==> config.mk <==
export PLATFORM = sky130hd
export DESIGN_NAME = stl_loader
export DESIGN_NICKNAME = d
export VERILOG_FILES = /design/src/hdl/stl_pkg.sv /design/src/hdl/stl_loader.sv /design/src/hdl/stl_adjust.sv
export SDC_FILE = /design/constraint.sdc
export NUM_CORES = 1
export LEC_CHECK = 0
export BUFFER_PORTS_ARGS = -buffer_cell sky130_fd_sc_hd__buf_2
export CORE_ASPECT_RATIO = 1.5
export CORE_MARGIN = 2
export CORE_UTILIZATION = 40
export CTS_BUF_LIST = sky130_fd_sc_hd__clkbuf_8
export DETAILED_ROUTE_END_ITERATION = 8
export GPL_TIMING_DRIVEN = 0
export HOLD_SLACK_MARGIN = 0.15
export PLACE_DENSITY = 0.61
export SYNTH_ARGS = -nofsm -noshare
export SYNTH_HDL_FRONTEND = slang
export SYNTH_SLANG_ARGS = --single-unit
==> constraint.sdc <==
create_clock -name clock -period 3.9 [get_ports clock]
set_input_delay 0.39 -clock clock [delete_from_list [all_inputs] [get_ports clock]]
set_output_delay 0.39 -clock clock [all_outputs]
set_load 0.01 [all_outputs]
==> src/hdl/stl_pkg.sv <==
`default_nettype none
package stl_pkg;
  // Factory information area map
  localparam logic [23:0] TRIM_SRC_BASE = 24'h0180d0;
  localparam logic [23:0] TRIM_SRC_LAST = 24'h0180d9;
  localparam logic [7:0]  TRIM_DST_BASE = 8'he0;
  localparam logic [3:0]  TRIM_LAST_IDX = 4'h9;
  localparam logic [23:0] CUR_ROOM_BASE = 24'h0180c0;
  localparam logic [23:0] CUR_ROOM_LAST = 24'h0180cf;
  localparam logic [23:0] BAT_ROOM_ADDR = 24'h0180de;
  localparam logic [23:0] OPT_ROOM_LAST = 24'h0180e1;
  localparam logic [23:0] OPT_ROOM_ADDR = 24'h0180e0;
  localparam logic [23:0] BAT_ADJ_ADDR  = 24'h0180ec;
  localparam logic [23:0] OPT_ADJ_ADDR  = 24'h0180ee;
  localparam logic [23:0] CUR_ADJ_BASE  = 24'h0180f0;
  localparam logic [23:0] CUR_ADJ_LAST  = 24'h0180ff;
  localparam logic [23:0] ADDR_STEP     = 24'h000001;
  // Gain table entries: 0..7 current ranges 4..512, then the two voltages
  localparam int          GAIN_ENTRIES  = 10;
  localparam logic [3:0]  BAT_ENTRY     = 4'h8;
  localparam logic [3:0]  OPT_ENTRY     = 4'h9;
  localparam logic [3:0]  LAST_ENTRY    = 4'h9;
  localparam logic [1:0]  SUB_ROOM_HI   = 2'h0;
  localparam logic [1:0]  SUB_ROOM_LO   = 2'h1;
  localparam logic [1:0]  SUB_COLD      = 2'h2;
  localparam logic [1:0]  SUB_HOT       = 2'h3;
  localparam int          SIGN_BIT      = 7;
  localparam logic [9:0]  GAIN_MAX      = 10'h3ff;
  localparam logic [9:0]  GAIN_MIN      = 10'h000;
  // Trim bytes that carry the 13-bit slow oscillator field
  localparam logic [3:0]  OSC_HI_IDX    = 4'h8;
  localparam logic [3:0]  OSC_LO_IDX    = 4'h9;
  // Register map (byte addresses)
  localparam logic [7:0]  REG_CTRL      = 8'h00;
  localparam logic [7:0]  REG_STATUS    = 8'h04;
  localparam logic [7:0]  REG_OSC       = 8'h08;
  localparam logic [7:0]  REG_GAIN_SEL  = 8'h0c;
  localparam logic [7:0]  REG_GAIN_DATA = 8'h10;
  localparam int          CTRL_RESTART  = 0;
  localparam logic [1:0]  RESP_OKAY     = 2'h0;
  localparam logic [1:0]  RESP_SLVERR   = 2'h2;

  typedef enum logic [1:0] {
    PH_TRIM_RD,
    PH_TRIM_WR,
    PH_GAIN_RD,
    PH_DONE
  } stl_phase_t;

  typedef struct packed {
    stl_phase_t                   phase;
    logic [3:0]                   idx;
    logic [1:0]                   sub;
    logic                         req;
    logic [23:0]                  addr;
    logic                         wrEn;
    logic [7:0]                   wrAddr;
    logic [7:0]                   wrData;
    logic [12:0]                  oscTrim;
    logic                         oscValid;
    logic                         trimDone;
    logic                         gainDone;
    logic [1:0]                   hiBits;
    logic [GAIN_ENTRIES-1:0][9:0] room;
    logic [GAIN_ENTRIES-1:0][7:0] cold;
    logic [GAIN_ENTRIES-1:0][7:0] hot;
    logic [3:0]                   gainSel;
    logic                         awHeld;
    logic [7:0]                   awAddr;
    logic                         wHeld;
    logic [7:0]                   wData;
    logic                         wStrb0;
    logic                         awready;
    logic                         wready;
    logic                         bvalid;
    logic [1:0]                   bresp;
    logic                         arready;
    logic                         rvalid;
    logic [1:0]                   rresp;
    logic [31:0]                  rdata;
  } stl_state_t;

  localparam stl_state_t STATE_RST = '0;
endpackage
`default_nettype wire

==> src/hdl/stl_loader.sv <==
`default_nettype none
module stl_loader (
  input  wire logic        clock,
  input  wire logic        nrst,
  input  wire logic        lowPowerRestart,
  output logic             flashRdReq,
  output logic      [23:0] flashAddr,
  input  wire logic        flashRdAck,
  input  wire logic [7:0]  flashRdData,
  output logic             trimWrEn,
  output logic      [7:0]  trimWrAddr,
  output logic      [7:0]  trimWrData,
  output logic      [12:0] slowOscTrimField,
  output logic             oscTrimValid,
  output logic             trimDone,
  output logic             gainDone,
  input  wire logic        awvalid,
  output logic             awready,
  input  wire logic [7:0]  awaddr,
  input  wire logic        wvalid,
  output logic             wready,
  input  wire logic [31:0] wdata,
  input  wire logic [3:0]  wstrb,
  output logic             bvalid,
  input  wire logic        bready,
  output logic      [1:0]  bresp,
  input  wire logic        arvalid,
  output logic             arready,
  input  wire logic [7:0]  araddr,
  output logic             rvalid,
  input  wire logic        rready,
  output logic      [31:0] rdata,
  output logic      [1:0]  rresp
);
  stl_pkg::stl_state_t s;
  stl_pkg::stl_state_t n;
  logic                restartAny;
  logic                swRestart;
  logic                selValid;
  logic [3:0]          selIdx;
  logic [9:0]          coldPoint;
  logic [9:0]          hotPoint;

  function automatic logic [23:0] gainAddr(input logic [3:0] ent,
                                           input logic [1:0] sub);
    logic [23:0] roomA;
    logic [23:0] adjA;
    if (ent == stl_pkg::BAT_ENTRY) begin
      roomA = stl_pkg::BAT_ROOM_ADDR;
      adjA  = stl_pkg::BAT_ADJ_ADDR;
    end else if (ent == stl_pkg::OPT_ENTRY) begin
      roomA = stl_pkg::OPT_ROOM_ADDR;
      adjA  = stl_pkg::OPT_ADJ_ADDR;
    end else begin
      roomA = stl_pkg::CUR_ROOM_BASE + {19'h0, ent, 1'b0};
      adjA  = stl_pkg::CUR_ADJ_BASE + {19'h0, ent, 1'b0};
    end
    case (sub)
      stl_pkg::SUB_ROOM_HI: gainAddr = roomA;
      stl_pkg::SUB_ROOM_LO: gainAddr = roomA + stl_pkg::ADDR_STEP;
      stl_pkg::SUB_COLD:    gainAddr = adjA;
      default:              gainAddr = adjA + stl_pkg::ADDR_STEP;
    endcase
  endfunction

  ////////////////////////////////////////////////////////////////////////////
  // Gain read-back through the sign-magnitude decoder
  assign selValid = s.gainSel <= stl_pkg::LAST_ENTRY;
  assign selIdx   = selValid ? s.gainSel : 4'h0;

  stl_adjust coldDec (
    .roomGain  (s.room[selIdx]),
    .adjByte   (s.cold[selIdx]),
    .pointGain (coldPoint)
  );

  stl_adjust hotDec (
    .roomGain  (s.room[selIdx]),
    .adjByte   (s.hot[selIdx]),
    .pointGain (hotPoint)
  );

  ////////////////////////////////////////////////////////////////////////////
  // Next state
  always_comb begin
    n = s;
    n.wrEn = 1'b0;
    swRestart = 1'b0;
    // Register writes: address and data taken in either order
    if (awvalid && s.awready) begin
      n.awHeld = 1'b1;
      n.awAddr = awaddr;
    end
    if (wvalid && s.wready) begin
      n.wHeld = 1'b1;
      n.wData = wdata[7:0];
      n.wStrb0 = wstrb[0];
    end
    if (bready && s.bvalid) begin
      n.bvalid = 1'b0;
    end
    if (s.awHeld && s.wHeld && !s.bvalid) begin
      n.awHeld = 1'b0;
      n.wHeld = 1'b0;
      n.bvalid = 1'b1;
      n.bresp = stl_pkg::RESP_OKAY;
      case (s.awAddr)
        stl_pkg::REG_CTRL: begin
          swRestart = s.wStrb0 && s.wData[stl_pkg::CTRL_RESTART];
        end
        stl_pkg::REG_GAIN_SEL: begin
          if (s.wStrb0) begin
            n.gainSel = s.wData[3:0];
          end
        end
        stl_pkg::REG_STATUS, stl_pkg::REG_OSC, stl_pkg::REG_GAIN_DATA: begin
        end
        default: begin
          n.bresp = stl_pkg::RESP_SLVERR;
        end
      endcase
    end
    n.awready = !n.awHeld && !n.bvalid;
    n.wready = !n.wHeld && !n.bvalid;
    // Register reads
    if (rready && s.rvalid) begin
      n.rvalid = 1'b0;
    end
    if (arvalid && s.arready) begin
      n.rvalid = 1'b1;
      n.rresp = stl_pkg::RESP_OKAY;
      n.rdata = 32'h0;
      case (araddr)
        stl_pkg::REG_CTRL: begin
        end
        stl_pkg::REG_STATUS: begin
          n.rdata[0] = s.trimDone;
          n.rdata[1] = s.gainDone;
          n.rdata[2] = s.oscValid;
          n.rdata[3] = s.phase != stl_pkg::PH_DONE;
        end
        stl_pkg::REG_OSC: n.rdata[12:0] = s.oscTrim;
        stl_pkg::REG_GAIN_SEL: n.rdata[3:0] = s.gainSel;
        stl_pkg::REG_GAIN_DATA: begin
          if (selValid) begin
            n.rdata = {2'h0, hotPoint, coldPoint, s.room[selIdx]};
          end
        end
        default: n.rresp = stl_pkg::RESP_SLVERR;
      endcase
    end
    n.arready = !n.rvalid;
    // Loader sequence: one flash byte per request, held until acknowledged
    case (s.phase)
      stl_pkg::PH_TRIM_RD: begin
        if (!s.req) begin
          n.req = 1'b1;
          n.addr = stl_pkg::TRIM_SRC_BASE + {20'h0, s.idx};
        end else if (flashRdAck) begin
          n.req = 1'b0;
          n.wrEn = 1'b1;
          n.wrAddr = stl_pkg::TRIM_DST_BASE + {4'h0, s.idx};
          n.wrData = flashRdData;
          if (s.idx == stl_pkg::OSC_HI_IDX) begin
            n.oscTrim[12:8] = flashRdData[4:0];
          end
          if (s.idx == stl_pkg::OSC_LO_IDX) begin
            n.oscTrim[7:0] = flashRdData;
          end
          n.phase = stl_pkg::PH_TRIM_WR;
        end
      end
      stl_pkg::PH_TRIM_WR: begin
        if (s.idx == stl_pkg::TRIM_LAST_IDX) begin
          n.trimDone = 1'b1;
          n.oscValid = 1'b1;
          n.idx = 4'h0;
          n.sub = stl_pkg::SUB_ROOM_HI;
          n.phase = stl_pkg::PH_GAIN_RD;
        end else begin
          n.idx = s.idx + 4'h1;
          n.phase = stl_pkg::PH_TRIM_RD;
        end
      end
      stl_pkg::PH_GAIN_RD: begin
        if (!s.req) begin
          n.req = 1'b1;
          n.addr = gainAddr(s.idx, s.sub);
        end else if (flashRdAck) begin
          n.req = 1'b0;
          case (s.sub)
            stl_pkg::SUB_ROOM_HI: n.hiBits = flashRdData[1:0];
            stl_pkg::SUB_ROOM_LO: begin
              n.room[s.idx] = {s.hiBits, flashRdData};
            end
            stl_pkg::SUB_COLD: n.cold[s.idx] = flashRdData;
            default: n.hot[s.idx] = flashRdData;
          endcase
          n.sub = s.sub + 2'h1;
          if (s.sub == stl_pkg::SUB_HOT) begin
            if (s.idx == stl_pkg::LAST_ENTRY) begin
              n.gainDone = 1'b1;
              n.phase = stl_pkg::PH_DONE;
            end else begin
              n.idx = s.idx + 4'h1;
            end
          end
        end
      end
      stl_pkg::PH_DONE: begin
      end
      default: n.phase = stl_pkg::PH_DONE;
    endcase
    // Low-power reset or software restart reruns the whole load
    if (restartAny) begin
      n.phase = stl_pkg::PH_TRIM_RD;
      n.idx = 4'h0;
      n.sub = stl_pkg::SUB_ROOM_HI;
      n.req = 1'b0;
      n.wrEn = 1'b0;
      n.trimDone = 1'b0;
      n.gainDone = 1'b0;
      n.oscValid = 1'b0;
    end
  end

  assign restartAny = lowPowerRestart || swRestart;

  always_ff @(posedge clock or negedge nrst) begin
    if (!nrst) begin
      s <= stl_pkg::STATE_RST;
    end else begin
      s <= n;
    end
  end

  assign flashRdReq       = s.req;
  assign flashAddr        = s.addr;
  assign trimWrEn         = s.wrEn;
  assign trimWrAddr       = s.wrAddr;
  assign trimWrData       = s.wrData;
  assign slowOscTrimField = s.oscTrim;
  assign oscTrimValid     = s.oscValid;
  assign trimDone         = s.trimDone;
  assign gainDone         = s.gainDone;
  assign awready          = s.awready;
  assign wready           = s.wready;
  assign bvalid           = s.bvalid;
  assign bresp            = s.bresp;
  assign arready          = s.arready;
  assign rvalid           = s.rvalid;
  assign rdata            = s.rdata;
  assign rresp            = s.rresp;
endmodule
`default_nettype wire

==> src/hdl/stl_adjust.sv <==
`default_nettype none
// Applies a sign-magnitude adjustment byte to a room gain, saturating
module stl_adjust (
  input  wire logic [9:0] roomGain,
  input  wire logic [7:0] adjByte,
  output logic      [9:0] pointGain
);
  logic [10:0] sum;
  logic [10:0] mag;

  always_comb begin
    mag = {4'h0, adjByte[stl_pkg::SIGN_BIT-1:0]};
    if (adjByte[stl_pkg::SIGN_BIT]) begin
      sum = {1'b0, roomGain} - mag;
      pointGain = sum[10] ? stl_pkg::GAIN_MIN : sum[9:0];
    end else begin
      sum = {1'b0, roomGain} + mag;
      pointGain = sum[10] ? stl_pkg::GAIN_MAX : sum[9:0];
    end
  end
endmodule
`default_nettype wire

==> impl_results.md <==
* Comb pwr share at 20.1%
* Chip width at 182 um
* Worst min-delay path category: in2reg
* Main synth FF type: dfrtp_1
* Startpoint type of the worst setup path: flop
* Finished Core Util at 49.6%
* Area Overhead vs Synth at 22.1%
* Clock root cell: clkbuf_8
* Placed insts at 2319
* Reg power frac at 43.8%
* Share of cells above drive strength 1 at 45.1%
* Tot GR Track Use at 22.3%
* Worst r2r path cells at 20
* I/O Buffers at 117
* CTS buffer count at 56
* Worst-path cell chain: buf_6 > nor2b_4 > buf_6 > buf_12 > mux4_2 > mux2i_4 > o21ai_4 > inv_4 > ha_4 > inv_2 > fa_2 > nor2b_4 > nor3_4 > o41ai_4 > a21oi_2 > nor4b_4 > buf_4 > buf_6 > o41ai_2 > o211a_1
* Int Pwr at 6.58 mW
* Max IR drop VDD at 0.220 mV
* Failing checks: setup timing
* WL/cell at 22.1 um
* Slew headroom at 8.63%
* Sequential fraction of the synthesis area at 48.0%
* Buffers & Inverters on Critical Path at 7
* Net switching power at 2.75 mW
* I/O Pins at 168
* Final Hold Viols at 0
* Commonest cells post-synth: 365 x dfrtp_1, 318 x mux2_2, 100 x nand2_1, 95 x nor2_1, 94 x buf_4
* Post-Route Skew at 0.0157 ns
* CP most frequent cell: buf_6
* Period utilization at 103%
* Crit. End Element: flop
* Clock share of power at 36.1%
* Final Max Slew Viols at 0
* Avg Synthesized Cell Area at 12.0 sq um
* Post-Syn Instances at 1589
* # DRC at 0
* Vias in the first global route at 14500
* Endpoints failing setup at 13
* Worst hold endpoint: s[385]
* Max cap viols at 0
* Crit Path Max Fanout at 6
* Vias per Instance at 5.46
* Master of the slowest instance on the critical path: mux4_2
* EDFF count, synth at 0
* Yosys cell types at 79
* Reg2reg setup slack at -0.10 ns
* Synth area leader: dfrtp_1
* Seq cells post-synth at 365
* Reg2reg end: rdata[12]
* Cell Rows at 97
* Gpl congestion at 0.905
* Top cell type's share of synthesized area at 48.0%
* Core Area at 46800 sq um
* Reg2Reg Launch Point: s[61]
* Setup Crit Path Kind: reg2reg
* Top-count cell post-synth: dfrtp_1
* YS warnings at 0
* Crit path time final at 4.00 ns
* First-pass GRT wire length at 84.7 mm
* Crit path arrival time at 4.52 ns
* Drt first pass iters at 5
* Initial Util at 40.7%
* Clock Latency Late Sink at 0.64 ns
* Async SR Flop Fraction at 100%
* Worst hold start: flashRdAck
* Total wire length at 55.3 mm
* Post-route ant nets at 0
* WHS Path Cells at 3
* Filler cells at 4126
* CTS Sinks at 365
* Area contributors post-synth: dfrtp_1 48%, mux2_2 19%, mux4_2 5.0%
* RSZ-0062 raised after global routing: yes
* Detailed Route Iter0 Violations at 698
* Final #Nets at 1979
* Final std cells w/o fill at 2507
* CP delay by family, top: buffers and inverters
* Full die area at 49400 sq um
* Largest net degree at the start of global routing at 126
* Outcome: complete, but fails checks
* Crit-path max cell delay at 0.55 ns
* Post-route setup slack at -0.102 ns
* CTS tree: done
* Leakage at 11.0 nW
* FF+latch area at 9140 sq um
* Initial antenna violation count at 1
* Die Y at 271 um
* Vias post-DR at 13700
* Gr ovfl total at 0
* WP data required at 4.42 ns
* Worst Tran Pin Value at 1.36 ns
* Multi-input gate area at 9260 sq um
* Clock transition at path regs at 0.07 ns
* Dpl hpwl at 39.2 mm
* Setup_tns at -0.701 ns
* # H-tree levels at 2
* Cell Pwr Density at 401 nW/um^2
* Sw frac at 29.5%
* Netlist Area Pre-Place at 19000 sq um
* CTS Buffer Depth at 3
* Fmax at 0.250 GHz
metrics by stage:
stage | area (sq um) | hold WS [ns] | setup WS (ns) | power [mW]
after floorplan | 19100 | 0.0944 | -0.0238 | 5.16
after global placement | 20500 | 0.466 | -4.44 | 5.68
after detailed placement | 20500 | 0.468 | -1.79 | 5.71
after CTS | 22900 | 0.166 | -0.0466 | 9.30
after global routing | 23300 | 0.176 | -0.224 | 9.72
final | 23300 | 0.189 | -0.102 | 9.32
power groups by stage:
stage | Sequential [mW] | Combinational [mW] | Clock (mW)
final | 4.08 | 1.88 | 3.36
after global routing | 4.11 | 2.03 | 3.58
after detailed placement | 4.15 | 1.56 | 0
after global placement | 4.14 | 1.54 | 0
after CTS | 4.08 | 1.79 | 3.43
after floorplan | 4.12 | 1.03 | 0
worst max-delay path by stage:
stage | end | slack [ns] | startpoint | cells past startpoint
after floorplan | rdata[10] | -0.02 | s[61] | 18
after global placement | rdata[22] | -4.44 | nrst | 1
after detailed placement | rdata[10] | -1.79 | s[60] | 18
after CTS | rdata[12] | -0.05 | s[61] | 20
after global routing | rdata[12] | -0.22 | s[61] | 20
final | rdata[12] | -0.10 | s[61] | 20
final cells by class:
type / instances / area share, %
diodes: 1 / 0.0108
plain buffers: 178 / 5.45
repair buffers: 207 / 6.29
inverters: 47 / 0.769
clock inverters: 31 / 0.786
multi-input cells: 1010 / 39.8
flip-flops and latches: 365 / 39.3
well taps: 594 / 3.20
clock buffers: 74 / 4.38
worst reg2reg max path, stage by stage (launching register included):
cell	delay [ns]
dfrtp_1	0.37
buf_6	0.13
nor2b_4	0.14
buf_6	0.14
buf_12	0.15
mux4_2	0.56
mux2i_4	0.19
o21ai_4	0.13
inv_4	0.12
ha_4	0.14
inv_2	0.04
fa_2	0.36
nor2b_4	0.15
nor3_4	0.21
o41ai_4	0.10
a21oi_2	0.16
nor4b_4	0.30
buf_4	0.20
buf_6	0.10
o41ai_2	0.06
o211a_1	0.12
layout by cell type (no fill, tap or decap), types with 6 or more instances in the layout:
cell	count
o22ai_1	6
mux4_2	42
inv_1	61
nand2_1	90
nand3_1	26
xnor2_1	14
a31oi_4	6
o21a_1	12
nand2_2	12
a31oi_1	6
buf_6	18
ha_1	26
a21oi_1	55
a32o_1	8
dfrtp_1	364
o21ai_1	8
o21ai_0	29
a21oi_2	10
clkbuf_1	48
conb_1	18
ha_4	12
and2_1	8
nand2b_1	7
a221o_1	11
a21o_1	6
nor2b_1	12
buf_4	145
buf_2	124
nor3_1	15
nor2_1	94
dlygate4sd3_1	28
a22o_1	6
o21bai_1	6
clkinv_2	8
buf_8	8
mux2i_1	16
clkbuf_8	77
mux2_2	318
routing by layer:
metal,vias up,GRT usage (%),part of all wire (%)
met5,-,0,0
met4,0,11.9,5.3
met3,143,2.76,4.0
met2,393,41.2,52
met1,6984,24.8,38
li1,6175,-,-
logic make-up after synthesis:
logic type      share of synthesized area [%]
other cells                            0.0197
simple gates                             7.57
xor+xnor                                0.782
compound gates                           9.01
buf+inv                                  6.73
mux                                      24.8
fa+ha+maj                                3.11
flops                                    48.0
what timing repair did:
action,CTS,global route
hold endpoints to repair,159,0
pin swaps,35,24
endpoints found under the setup margin,21,20
cloned,1,0
resized for setup,149,48
hold buffers,28,0
buffers inserted,43,17
(Power assumes the default switching activity.)
